[src/hdl/er3_pkg.sv]
/*
 Shared types and constants for the third-regulator control block.
 Assumes the system mode code comes from the mode controller on ref_clk.
*/
package er3_pkg;

	// System operating modes; codes 6 and 7 are illegal
	typedef enum logic [2:0]
	{
		ER3_MODE_INIT = 3'h0,
		ER3_MODE_NORMAL = 3'h1,
		ER3_MODE_STOP = 3'h2,
		ER3_MODE_SLEEP = 3'h3,
		ER3_MODE_RESTART = 3'h4,
		ER3_MODE_FAILSAFE = 3'h5
	} er3_mode_e;

	// Locked configuration of the third regulator
	typedef enum logic [1:0]
	{
		ER3_CFG_NONE = 2'h0,
		ER3_CFG_STANDALONE = 2'h1,
		ER3_CFG_LOADSHARE = 2'h2
	} er3_cfg_e;

	// Pin-side status vector bit positions
	localparam int ER3_PIN_BATT_UV = 0;
	localparam int ER3_PIN_SHUNT = 1;
	localparam int ER3_PIN_REG_UV = 2;
	localparam int ER3_PIN_BASE_HI = 3;
	localparam int ER3_PIN_BASE_LO = 4;
	localparam int ER3_PIN_COUNT = 5;

	// Reset value and minimum synchroniser depth
	localparam logic ER3_RST_BIT = 1'b0;
	localparam int ER3_SYNC_STAGES_MIN = 2;

endpackage : er3_pkg

[src/hdl/er3_regulator_control.sv]
/*
 Control logic for the third supply regulator with an external pass
 transistor: configuration lock, voltage select, enable per system mode,
 supply undervoltage reaction, high-power stage and status flags.
 Assumes control inputs come from the serial control port logic on ref_clk
 and that analog comparator outputs arrive asynchronously on pins.
*/
`timescale 1ns/1ns
module er3_regulator_control
#(
	parameter int SYNC_STAGES = 2
)
(
	input wire logic ref_clk,
	input wire logic resetn,
	input wire logic softReset,
	input wire er3_pkg::er3_mode_e sbcMode,
	input wire logic cfgWrite,
	input wire logic wrStandaloneOn,
	input wire logic wrLoadShare,
	input wire logic reg3VoltageSelect,
	input wire logic reg3StayOffAfterSupplyUv,
	input wire logic loadShareStopKeepOn,
	input wire logic ocFlagClear,
	input wire logic uvFlagClear,
	input wire logic batteryUndervoltagePin,
	input wire logic shuntLimitPin,
	input wire logic reg3UndervoltagePin,
	input wire logic baseAboveUpperPin,
	input wire logic baseBelowLowerPin,
	output er3_pkg::er3_cfg_e reg3Config_r,
	output logic reg3StandaloneOn_r,
	output logic passTransistorBaseDrive_r,
	output logic reg3Select3v3_r,
	output logic highPowerStage_r,
	output logic currentLimit_r,
	output logic reg3OvercurrentFlag_r,
	output logic reg3UndervoltageFlag_r,
	output logic spiFail_r
);
	import er3_pkg::*;

	if (SYNC_STAGES < ER3_SYNC_STAGES_MIN)
	begin : g_badSyncStages
		$error("SYNC_STAGES must be at least 2");
	end

	// ==========================================================
	// Pin synchronisers
	// ==========================================================
	logic [ER3_PIN_COUNT-1:0] pinMeta_r;
	logic [ER3_PIN_COUNT-1:0] pinSync_r [SYNC_STAGES-1];
	logic [ER3_PIN_COUNT-1:0] pinS;
	logic battUvS;
	logic shuntS;
	logic regUvS;
	logic baseHiS;
	logic baseLoS;

	always_ff @(posedge ref_clk or negedge resetn)
	begin
		if (!resetn)
		begin
			pinMeta_r <= '0;
			for (int i = 0; i < SYNC_STAGES - 1; i++)
				pinSync_r[i] <= '0;
		end
		else
		begin
			pinMeta_r <= {baseBelowLowerPin, baseAboveUpperPin,
				reg3UndervoltagePin, shuntLimitPin, batteryUndervoltagePin};
			pinSync_r[0] <= pinMeta_r;
			for (int i = 1; i < SYNC_STAGES - 1; i++)
				pinSync_r[i] <= pinSync_r[i-1];
		end
	end

	assign pinS = pinSync_r[SYNC_STAGES-2];
	assign battUvS = pinS[ER3_PIN_BATT_UV];
	assign shuntS = pinS[ER3_PIN_SHUNT];
	assign regUvS = pinS[ER3_PIN_REG_UV];
	assign baseHiS = pinS[ER3_PIN_BASE_HI];
	assign baseLoS = pinS[ER3_PIN_BASE_LO];

	// ==========================================================
	// Configuration lock and regulator-on bit
	// ==========================================================
	function automatic logic isNormal(input er3_mode_e m);
		return m == ER3_MODE_NORMAL;
	endfunction : isNormal

	logic isStandalone;
	logic isLoadShare;
	logic onWriteOk;
	assign isStandalone = reg3Config_r == ER3_CFG_STANDALONE;
	assign isLoadShare = reg3Config_r == ER3_CFG_LOADSHARE;
	assign onWriteOk = cfgWrite && isNormal(sbcMode) && (isStandalone ||
		(reg3Config_r == ER3_CFG_NONE && !wrLoadShare));

	// Only power-on reset unlocks; soft reset leaves the choice alone
	always_ff @(posedge ref_clk or negedge resetn)
	begin
		if (!resetn)
			reg3Config_r <= ER3_CFG_NONE;
		else if (cfgWrite && reg3Config_r == ER3_CFG_NONE)
		begin
			if (wrLoadShare)
				reg3Config_r <= ER3_CFG_LOADSHARE;
			else if (wrStandaloneOn && isNormal(sbcMode))
				reg3Config_r <= ER3_CFG_STANDALONE;
		end
	end

	always_ff @(posedge ref_clk or negedge resetn)
	begin
		if (!resetn)
			reg3StandaloneOn_r <= ER3_RST_BIT;
		else if (softReset)
			reg3StandaloneOn_r <= ER3_RST_BIT;
		else if (onWriteOk)
			reg3StandaloneOn_r <= wrStandaloneOn;
	end

	// Fail only for a change attempt on a locked load-share setup
	always_ff @(posedge ref_clk or negedge resetn)
	begin
		if (!resetn)
			spiFail_r <= ER3_RST_BIT;
		else
			spiFail_r <= cfgWrite && isLoadShare &&
				(wrStandaloneOn || !wrLoadShare);
	end

	// ==========================================================
	// Enable per mode and supply undervoltage
	// ==========================================================
	logic uvHoldOff_r;
	logic modeOn;
	logic enableNxt;

	always_ff @(posedge ref_clk or negedge resetn)
	begin
		if (!resetn)
			uvHoldOff_r <= ER3_RST_BIT;
		else if (battUvS && reg3StayOffAfterSupplyUv)
			uvHoldOff_r <= 1'b1;
		else if (!battUvS && cfgWrite && isNormal(sbcMode))
			uvHoldOff_r <= 1'b0;
	end

	always_comb
	begin
		modeOn = 1'b0;
		if (isStandalone)
		begin
			unique case (sbcMode)
				ER3_MODE_NORMAL, ER3_MODE_STOP, ER3_MODE_SLEEP,
				ER3_MODE_RESTART: modeOn = reg3StandaloneOn_r;
				default: modeOn = 1'b0;
			endcase
		end
		else if (isLoadShare)
		begin
			unique case (sbcMode)
				ER3_MODE_NORMAL: modeOn = 1'b1;
				ER3_MODE_STOP: modeOn = loadShareStopKeepOn;
				ER3_MODE_RESTART: modeOn = 1'b1;
				default: modeOn = 1'b0;
			endcase
		end
		enableNxt = modeOn && !battUvS && !uvHoldOff_r;
	end

	always_ff @(posedge ref_clk or negedge resetn)
	begin
		if (!resetn)
			passTransistorBaseDrive_r <= ER3_RST_BIT;
		else
			passTransistorBaseDrive_r <= enableNxt;
	end

	always_ff @(posedge ref_clk or negedge resetn)
	begin
		if (!resetn)
			reg3Select3v3_r <= ER3_RST_BIT;
		else
			reg3Select3v3_r <= isStandalone && reg3VoltageSelect;
	end

	// ==========================================================
	// High-power stage
	// ==========================================================
	always_ff @(posedge ref_clk or negedge resetn)
	begin
		if (!resetn)
			highPowerStage_r <= ER3_RST_BIT;
		else if (!enableNxt)
			highPowerStage_r <= 1'b0;
		else if (sbcMode == ER3_MODE_STOP)
		begin
			if (baseHiS)
				highPowerStage_r <= 1'b1;
			else if (baseLoS)
				highPowerStage_r <= 1'b0;
		end
		else
			highPowerStage_r <= 1'b1;
	end

	// ==========================================================
	// Current limit and status flags
	// ==========================================================
	logic ocEvent;
	logic uvEvent;
	assign ocEvent = isStandalone && passTransistorBaseDrive_r && shuntS;
	assign uvEvent = isStandalone && passTransistorBaseDrive_r && regUvS;

	always_ff @(posedge ref_clk or negedge resetn)
	begin
		if (!resetn)
			currentLimit_r <= ER3_RST_BIT;
		else
			currentLimit_r <= ocEvent;
	end

	// Set wins over clear; ocFlagClear acts only once the condition is gone, softReset does not wait
	always_ff @(posedge ref_clk or negedge resetn)
	begin
		if (!resetn)
			reg3OvercurrentFlag_r <= ER3_RST_BIT;
		else if (ocEvent)
			reg3OvercurrentFlag_r <= 1'b1;
		else if (softReset || (ocFlagClear && !shuntS))
			reg3OvercurrentFlag_r <= 1'b0;
	end

	always_ff @(posedge ref_clk or negedge resetn)
	begin
		if (!resetn)
			reg3UndervoltageFlag_r <= ER3_RST_BIT;
		else if (uvEvent)
			reg3UndervoltageFlag_r <= 1'b1;
		else if (softReset || uvFlagClear)
			reg3UndervoltageFlag_r <= 1'b0;
	end
endmodule : er3_regulator_control

[config.mk]
export PLATFORM = sky130hd
export DESIGN_NAME = er3_regulator_control
export DESIGN_NICKNAME = d
export VERILOG_FILES = /design/src/hdl/er3_pkg.sv /design/src/hdl/er3_regulator_control.sv
export SDC_FILE = /design/constraint.sdc
export NUM_CORES = 1
export LEC_CHECK = 0
export BUFFER_PORTS_ARGS = -buffer_cell sky130_fd_sc_hd__buf_2
export CAP_MARGIN = 10
export CORE_MARGIN = 3
export CORE_UTILIZATION = 30
export DETAILED_ROUTE_END_ITERATION = 6
export SLEW_MARGIN = 20
export SYNTH_ARGS = -nofsm -noshare
export SYNTH_HDL_FRONTEND = slang
export SYNTH_SLANG_ARGS = --single-unit
export TNS_END_PERCENT = 30
[constraint.sdc]
create_clock -name ref_clk -period 1.1 [get_ports ref_clk]
set_input_delay 0.11 -clock ref_clk [delete_from_list [all_inputs] [get_ports ref_clk]]
set_output_delay 0.11 -clock ref_clk [all_outputs]
set_load 0.005 [all_outputs]
==> results.yml, run 1 <==
run_status:
  status: "finished with violations"
  violations: "negative setup slack"
synthesis:
  syn_inst: 60
  synth.distinct_cells: 23
  synth_area_um2: 754
  ys_ff_latch: 21
  yosys_warnings: 0
  avgSynthCellArea_um2: 12.6
  syn-num-nets: 79
  yosysSeqAreaShare: 0.697
cts:
  cts_inserted_buffers: 3
  clock_latency_ns: 0.30
  tritoncts: "built"
  cts_max_level: 1
  clock_path_buffers: 2
  cts.clk_slew.worst_paths_ns: 0.12
  post-cts-setup-buffers: 0
  cts_sinks: 21
  clock_tree.root_cell: "clkbuf_4"
finish:
  final_cell_mix: "buf_2 (27), dfrtp_1 (20), dlygate4sd3_1 (7)"
  drive_gt1_frac: 0.356
  diodes: 0
  fill_cells: 233
  fin_cells: 129
  fin_util: 0.460
  finalNetCount: 121
  synthToLayoutAreaGrowth_pct: 40.1
  mostFrequentLayoutCell: "buf_2"
grt:
  grt_pass1_vias: 589
  grtUsageTotal: 0.112
  antenna_found_initial: 0
  grt_start_max_net_pins: 22
  grt_first_pass_wirelength_mm: 2.72
  overflow: 0
floorplanning:
  core_mm2: 0.00230
  ios: 29
  rows: 17
  die_h_um: 56.2
  initial_utilization: 0.328
  die_area_mm2: 0.00315
  die_x_um: 56.2
flow_run:
  drv_cap: 0
route:
  drt-initial-drc-count: 14
  viasPerCell: 4.63
  postRouteAntennaNets: 0
  wire_per_inst_um: 12.2
  vias: 597
  post-route-drc-count: 0
  drt_pass1_iterations: 5
  wirelength_mm: 1.57
timing:
  hold_violations: 0
  skew_ns: 0.00567
  relSlewSlack: 0.688
  period_share: 1.05
  timing.setup.tns_ns: -0.0515
  worstMarginPinSlew_ns: 0.468
  period_needed_ns: 1.15
  timing.fmax_mhz: 868
  slew_violations: 0
  setup_viol: 1
  grt_setup_unrepaired: "true"
  fin_ws_ns: -0.0515
worst_setup_path:
  cp.required_ns: 1.30
  cp_num_buf_inv: 0
  rr_worst_depth: 3
  worst_path_max_delay_cell: "or4b_1"
  r2r_start: "pinS[3]"
  start_kind: "flip-flop"
  cp_top_family: "simple AND/OR/NAND/NOR gates"
  r2r_slack_ns: -0.05
  critPathKind: "reg -> reg"
  path_cells: "or4b_1 > a21oi_1 > a211oi_1"
  r2r-end: "highPowerStage_r"
  endpoint_kind: "flip-flop"
  cpPeakStageDelay_ns: 0.47
  crit_fanout: 1
  cp.arrival_ns: 1.35
min_path:
  min_delay_worst_endpoint: "reg3Select3v3_r"
  hp-class: "in -> reg"
  hold_depth: 2
  holdCritStartpoint: "reg3VoltageSelect"
placement:
  dpl_worst_slack_ns: -0.0212
  place.gp.congestion: 0.747
  placedCellCount: 118
  portBuffers: 28
pwr:
  p_per_area_mw_per_mm2: 1230
  ir_worst_vdd_uv: 745
  p_leak_nw: 0.538
-- cell type report --
class | count | area [µm²] | share of cell area
Clock buffer | 3 | 22.5 | 0.0213
Clock inverter | 1 | 5.00 | 0.00473
Inverter | 4 | 15.0 | 0.0142
Multi-Input combinational cell | 35 | 218 | 0.206
Sequential cell | 21 | 527 | 0.498
Tap cell | 28 | 35.0 | 0.0331
Timing Repair Buffer | 37 | 235 | 0.222
-- Yosys cell counts --
| master | count | area [µm²] |
|---|---|---|
| or2_1 | 1 | 6.26 |
| a211oi_1 | 1 | 7.51 |
| nand2_1 | 3 | 11.3 |
| nor2b_1 | 3 | 18.8 |
| nand3_1 | 1 | 5.00 |
| and3_1 | 1 | 6.26 |
| nor2_1 | 5 | 18.8 |
| or3_1 | 1 | 6.26 |
| dfrtp_1 | 21 | 526 |
| nand2b_1 | 4 | 25.0 |
| nor4b_1 | 1 | 8.76 |
| o22ai_1 | 1 | 6.26 |
| nor3_1 | 1 | 5.00 |
| or4b_1 | 1 | 10.0 |
| o21ai_0 | 2 | 10.0 |
| nand4bb_1 | 1 | 11.3 |
| a21oi_1 | 3 | 15.0 |
| a21boi_0 | 1 | 7.51 |
| mux2i_1 | 1 | 10.0 |
| inv_1 | 4 | 15.0 |
| a32o_1 | 1 | 10.0 |
| a211o_1 | 1 | 8.76 |
| and2_1 | 1 | 6.26 |
-- report_power, final --
group | internal [mW] | total, mW | switching, mW
Sequential | 0.803 | 0.816 | 0.0137
Combinational | 0.0640 | 0.117 | 0.0535
Clock | 0.136 | 0.371 | 0.236
Total | 1.00 | 1.31 | 0.303
-- what timing repair did --
item / CTS / global route
gates resized for setup: 2 / 3
endpoints found under the setup margin: 2 / 6
endpoints found under the hold margin: 27 / 0
hold buffers: 7 / 0
-- how the worst max path moves through the flow --
stage,start,slack [ns],to,cells after the start
after floorplan,pinS[3],0.03,highPowerStage_r,3
after global placement,pinS[3],0.02,highPowerStage_r,3
after detailed placement,pinS[3],-0.02,highPowerStage_r,3
after CTS,pinS[3],-0.04,highPowerStage_r,3
after global routing,pinS[3],-0.06,highPowerStage_r,3
final,pinS[3],-0.05,highPowerStage_r,3
-- flip-flops by register name (all words and copies together) (netlist names) --
| name | count |
|---|---|
| currentLimit_r | 1 |
| highPowerStage_r | 1 |
| passTransistorBaseDrive_r | 1 |
| pinMeta_r | 5 |
| pinS | 5 |
| reg3Config_r | 2 |
| reg3OvercurrentFlag_r | 1 |
| reg3Select3v3_r | 1 |
| reg3StandaloneOn_r | 1 |
| reg3UndervoltageFlag_r | 1 |
| spiFail_r | 1 |
| uvHoldOff_r | 1 |
-- stage by stage --
| stage | cell area, µm² | total power, mW | hold WS [ns] |
|---|---|---|---|
| after floorplan | 754 | 0.862 | -0.186 |
| after detailed placement | 945 | 0.933 | 0.0933 |
| after CTS | 1050 | 1.33 | 0.00301 |
| after global routing | 1060 | 1.38 | 0.0137 |
| final | 1060 | 1.31 | 0.0126 |
| after global placement | 945 | 0.927 | 0.0826 |
-- cell families after synthesis --
logic type             after synthesis  share of synthesized area
DFF                                 21                      0.697
and+or+nand+nor                     24                      0.184
AOI/OAI and AO/OA                   10                     0.0862
buffers and inverters                4                     0.0199
muxes                                1                     0.0133
-- layer usage --
metal / up-vias / part of all wire / GRT usage
met5: - / 0 / 0
met1: 287 / 0.41 / 0.130
met3: 2 / 0.060 / 0.0255
met2: 20 / 0.52 / 0.194
met4: 0 / 0.0095 / 0.0508
li1: 288 / - / -
Note: power is estimated with default switching activity, not from simulation.
==> inputs of run 2 (changes only) <==
--- a/config.mk
+++ b/config.mk
@@ -10,6 +10,7 @@
 export CORE_MARGIN = 3
 export CORE_UTILIZATION = 30
 export DETAILED_ROUTE_END_ITERATION = 6
+export MAX_ROUTING_LAYER = met4
 export SLEW_MARGIN = 20
 export SYNTH_ARGS = -nofsm -noshare
 export SYNTH_HDL_FRONTEND = slang
==> run 2 against run 1 <==
Critical path depth unchanged. Final area unchanged. Global-route usage increased by 0.36 points. Flip-flop and latch count unchanged. Combinational power about the same. Final cell count unchanged. Via count decreased by 0.67%. The flow still finishes with violations (negative setup slack). Clock skew decreased by 0.0031 ns. Clock power increased by 2%. Power increased by 0.69%. Sequential power about the same.
==> results.yml, run 2 (same netlist as run 1, synthesis figures left out) <==
worst_setup_path:
  cp.required_ns: 1.30
  r2r_slack_ns: -0.05
  endpoint_kind: "flip-flop"
  r2r_start: "pinS[3]"
  start_kind: "flip-flop"
  crit_fanout: 1
  r2r-end: "highPowerStage_r"
  cp.arrival_ns: 1.35
  rr_worst_depth: 3
  critPathKind: "reg -> reg"
finish:
  drive_gt1_frac: 0.356
  finalNetCount: 121
  mostFrequentLayoutCell: "buf_2"
  final_cell_mix: "buf_2 (27), dfrtp_1 (20), dlygate4sd3_1 (7)"
  stdcell_area_mm2: 0.00106
  diodes: 0
  fin_cells: 129
  synthToLayoutAreaGrowth_pct: 40.1
  fin_util: 0.460
pwr:
  power_mw: 1.31
  p_comb_frac: 0.089
  p_sw_frac: 0.237
  p_seq_frac: 0.621
  p_sw_mw: 0.312
  ir_worst_vdd_uv: 745
  p_per_area_mw_per_mm2: 1240
  internal_power_mw: 1.00
  pwr-share-clk: 0.289
  p_leak_nw: 0.538
run_status:
  status: "finished with violations"
  violations: "negative setup slack"
grt:
  grt_pass1_vias: 586
  grtUsageTotal: 0.115
  overflow: 0
  grt_start_max_net_pins: 22
  grt_first_pass_wirelength_mm: 2.72
  antenna_found_initial: 0
min_path:
  hold_depth: 2
  hp-class: "in -> reg"
  holdCritStartpoint: "reg3VoltageSelect"
  min_delay_worst_endpoint: "reg3Select3v3_r"
route:
  drt-initial-drc-count: 14
  drt_pass1_iterations: 5
  postRouteAntennaNets: 0
  post-route-drc-count: 0
  vias: 593
  wire_per_inst_um: 12.2
  viasPerCell: 4.60
  wirelength_mm: 1.58
floorplanning:
  initial_utilization: 0.328
  die_area_mm2: 0.00315
  die_x_um: 56.2
  core_mm2: 0.00230
  die_h_um: 56.2
  rows: 17
  ios: 29
timing:
  timing.setup.tns_ns: -0.0458
  worstMarginPinSlew_ns: 0.470
  fin_ws_ns: -0.0458
  period_needed_ns: 1.15
  hold_violations: 0
  timing.fmax_mhz: 873
  relSlewSlack: 0.687
  period_share: 1.04
  setup_viol: 1
  hold_slack_ns: 0.0106
  skew_ns: 0.00262
  slew_violations: 0
  grt_setup_unrepaired: "true"
placement:
  place.gp.congestion: 0.757
  portBuffers: 28
  dpl_worst_slack_ns: -0.0212
  placedCellCount: 118
  placed_cell_area_um2: 945
cts:
  post-cts-setup-buffers: 0
  cts_sinks: 21
  clock_tree.root_cell: "clkbuf_4"
  clock_path_buffers: 2
  tritoncts: "built"
  clock_latency_ns: 0.31
  cts_inserted_buffers: 3
  cts.clk_slew.worst_paths_ns: 0.12
  cts_max_level: 1
flow_run:
  drv_cap: 0
==> run 2: critical path, stage by stage, from the launching register on <==
cell	delay (ns)
dfrtp_1	0.39
or4b_1	0.46
a21oi_1	0.13
a211oi_1	0.06
==> run 2: how the worst max path moves through the flow <==
stage | start | end | slack (ns) | cells past startpoint
floorplan | pinS[3] | highPowerStage_r | 0.03 | 3
global placement | pinS[3] | highPowerStage_r | 0.02 | 3
detailed placement | pinS[3] | highPowerStage_r | -0.02 | 3
CTS | pinS[3] | highPowerStage_r | -0.04 | 3
global route | pinS[3] | highPowerStage_r | -0.07 | 3
finish | pinS[3] | highPowerStage_r | -0.05 | 3
==> run 2: cell type report <==
class / count / area (µm²)
fill: 233 / 1240
sequential: 21 / 527
timing repair buffer: 37 / 235
multi-input combinational: 35 / 218
tap: 28 / 35.0
clock buffer: 3 / 22.5
inverter: 4 / 15.0
clock inverter: 1 / 5.00
==> run 2: power groups by stage <==
stage | combinational [mW] | clock (mW) | sequential, mW
2_1_floorplan | 0.0328 | 0 | 0.830
3_3_place_gp | 0.0967 | 0 | 0.830
3_5_place_dp | 0.100 | 0 | 0.832
4_1_cts | 0.120 | 0.389 | 0.817
5_1_grt | 0.133 | 0.428 | 0.820
6_report | 0.117 | 0.380 | 0.817
==> run 2: repair_timing <==
action | CTS | global route
resized for setup | 2 | 3
setup endpoints to repair | 2 | 6
endpoints found under the hold margin | 27 | 0
hold buffers | 7 | 0
==> run 2: per-layer routing <==
| metal | wire (µm) | GRT usage | part of all wire | vias to the layer above |
|---|---|---|---|---|
| met5 | 0 | - | 0 | - |
| met1 | 662 | 0.134 | 0.42 | 281 |
| met3 | 95 | 0.0255 | 0.060 | 4 |
| met4 | 21 | 0.0508 | 0.013 | 0 |
| li1 | - | - | - | 287 |
| met2 | 800 | 0.190 | 0.51 | 21 |
==> inputs of run 3 (changes only) <==
--- a/config.mk
+++ b/config.mk
@@ -9,6 +9,7 @@
 export CAP_MARGIN = 10
 export CORE_MARGIN = 3
 export CORE_UTILIZATION = 30
+export CTS_CLUSTER_DIAMETER = 80
 export DETAILED_ROUTE_END_ITERATION = 6
 export MAX_ROUTING_LAYER = met4
 export SLEW_MARGIN = 20
==> constraint.sdc (replaced) <==
create_clock -name ref_clk -period 1.1 [get_ports ref_clk]
set_input_delay 0.22 -clock ref_clk [delete_from_list [all_inputs] [get_ports ref_clk]]
set_output_delay 0.22 -clock ref_clk [all_outputs]
set_load 0.005 [all_outputs]
==> run 3 against run 2 <==
The run still ends with negative setup slack left. Sequential share of layout area decreased by 1.7 points. Clock power is 3% lower. Combinational power about the same. First-iteration DRC count shrank 71%. Non-clock buffer count rose by 2. Global-route usage is 1.3 points lower. Final cell count rose by 1.6%. Flip-flop and latch count is the same. Die area unchanged. Worst hold slack gained 0.088 ns. Power is 0.69% lower. Sequential power about the same. Highest routed layer unchanged.
==> results.yml, run 3 (same netlist as run 1, synthesis figures left out) <==
run_status:
  status: "finished with violations"
  violations: "negative setup slack"
grt:
  antenna_found_initial: 0
  grt_pass1_vias: 581
  grtUsageTotal: 0.102
  grt_start_max_net_pins: 22
  overflow: 0
  grt_first_pass_wirelength_mm: 2.40
route:
  drt-initial-drc-count: 4
  vias: 590
  postRouteAntennaNets: 0
  drt_pass1_iterations: 2
  viasPerCell: 4.50
  wire_per_inst_um: 11.1
  wirelength_mm: 1.46
  post-route-drc-count: 0
cts:
  cts_inserted_buffers: 3
  clock_latency_ns: 0.30
  cts_sinks: 21
  cts.clk_slew.worst_paths_ns: 0.11
  clock_tree.root_cell: "clkbuf_4"
  clock_path_buffers: 2
  cts_max_level: 1
  tritoncts: "built"
pwr:
  ir_worst_vdd_uv: 870
  p_sw_frac: 0.229
  internal_power_mw: 1.01
  pwr-share-clk: 0.284
  p_sw_mw: 0.299
  p_comb_frac: 0.091
  p_leak_nw: 0.549
  p_per_area_mw_per_mm2: 1200
  p_seq_frac: 0.625
floorplanning:
  die_x_um: 56.2
  ios: 29
  die_h_um: 56.2
  core_mm2: 0.00230
  die_area_mm2: 0.00315
  initial_utilization: 0.328
  rows: 17
finish:
  finalNetCount: 123
  drive_gt1_frac: 0.398
  fin_util: 0.475
  stdcell_area_mm2: 0.00109
  mostFrequentLayoutCell: "buf_2"
  diodes: 0
  final_cell_mix: "buf_2 (26), dfrtp_1 (21), dlygate4sd3_1 (6)"
  synthToLayoutAreaGrowth_pct: 44.6
  fill_cells: 227
timing:
  period_needed_ns: 1.18
  skew_ns: 0.00231
  timing.setup.tns_ns: -0.179
  grt_setup_unrepaired: "true"
  fin_ws_ns: -0.0777
  period_share: 1.07
  hold_slack_ns: 0.0987
  slew_violations: 0
  hold_violations: 0
  timing.fmax_mhz: 849
  worstMarginPinSlew_ns: 0.453
  relSlewSlack: 0.698
  setup_viol: 3
flow_run:
  drv_cap: 0
worst_setup_path:
  critPathKind: "reg -> out"
  r2r_slack_ns: -0.05
  crit_top_cell: "buf_6"
  endpoint_kind: "output port"
  cp.arrival_ns: 0.96
  rr_worst_depth: 3
  cp_num_buf_inv: 2
  crit_start: "reg3Config_r[1]"
  crit_fanout: 3
  cp.required_ns: 0.88
  start_kind: "flip-flop"
  cpPeakStageDelay_ns: 0.43
  r2r_start: "pinS[3]"
  cp_top_family: "flip-flops"
  worst_path_max_delay_cell: "dfrtp_1"
  path_depth: 2
  endpoint: "reg3Config_r[1]"
  r2r-end: "highPowerStage_r"
  path_cells: "buf_6 > buf_6"
min_path:
  hp-class: "in -> reg"
placement:
  portBuffers: 28
  place.gp.congestion: 0.776
  placed_cell_area_um2: 960
run 3: changes by cell type in the layout (fill, tap and decap cells not counted), sizes merged:
cell / change
clkinvlp: +1
dlygate4sd3: -1
clkinv: -1
buf: +3
run 3: worst min path at each step:
stage | cells past startpoint | start | slack, ns | endpoint
final | 2 | ocFlagClear | 0.1 | reg3OvercurrentFlag_r
after global routing | 2 | ocFlagClear | 0.09 | reg3OvercurrentFlag_r
after CTS | 1 | batteryUndervoltagePin | 0.0002 | pinMeta_r[0]
after detailed placement | 1 | resetn | 0.20 | reg3Select3v3_r
after global placement | 1 | resetn | 0.19 | reg3Config_r[1]
after floorplan | 0 | resetn | -0.08 | currentLimit_r
run 3: what timing repair did:
item	in CTS	in global routing
setup buffers	1	0
hold buffers	3	3
hold endpoints to repair	23	3
endpoints found under the setup margin	3	10
resized for setup	5	3
run 3: stage by stage:
stage	power [mW]	setup WS (ns)	cells
2_1_floorplan	0.862	0.0336	60
3_5_place_dp	0.934	-0.0840	120
4_1_cts	1.32	-0.0851	128
5_1_grt	1.38	-0.118	131
6_report	1.31	-0.0777	131
3_3_place_gp	0.929	-0.0573	120
run 3: power by group through the flow:
stage	clock network, mW	registers, mW	logic (mW)
6_report	0.370	0.816	0.119
5_1_grt	0.426	0.820	0.137
4_1_cts	0.391	0.817	0.110
3_5_place_dp	0	0.833	0.101
3_3_place_gp	0	0.830	0.0985
2_1_floorplan	0	0.830	0.0328
run 3: final cells by class:
cell class / instances / area [µm²] / share of cell area
flip-flops and latches: 21 / 526 / 0.482
repair buffers: 39 / 258 / 0.236
clock inverters: 1 / 7.51 / 0.00688
clock buffers: 3 / 22.5 / 0.0206
well taps: 28 / 35.0 / 0.0321
inverters: 4 / 15.0 / 0.0138
multi-input cells: 35 / 228 / 0.209
run 3: layer usage:
metal,part of all wire,vias to the layer above,track usage,wire (µm)
li1,-,292,-,-
met1,0.41,277,0.101,591
met2,0.52,19,0.180,755
met3,0.069,2,0.0441,101
met4,0.0082,0,0.0305,12
met5,0,-,-,0
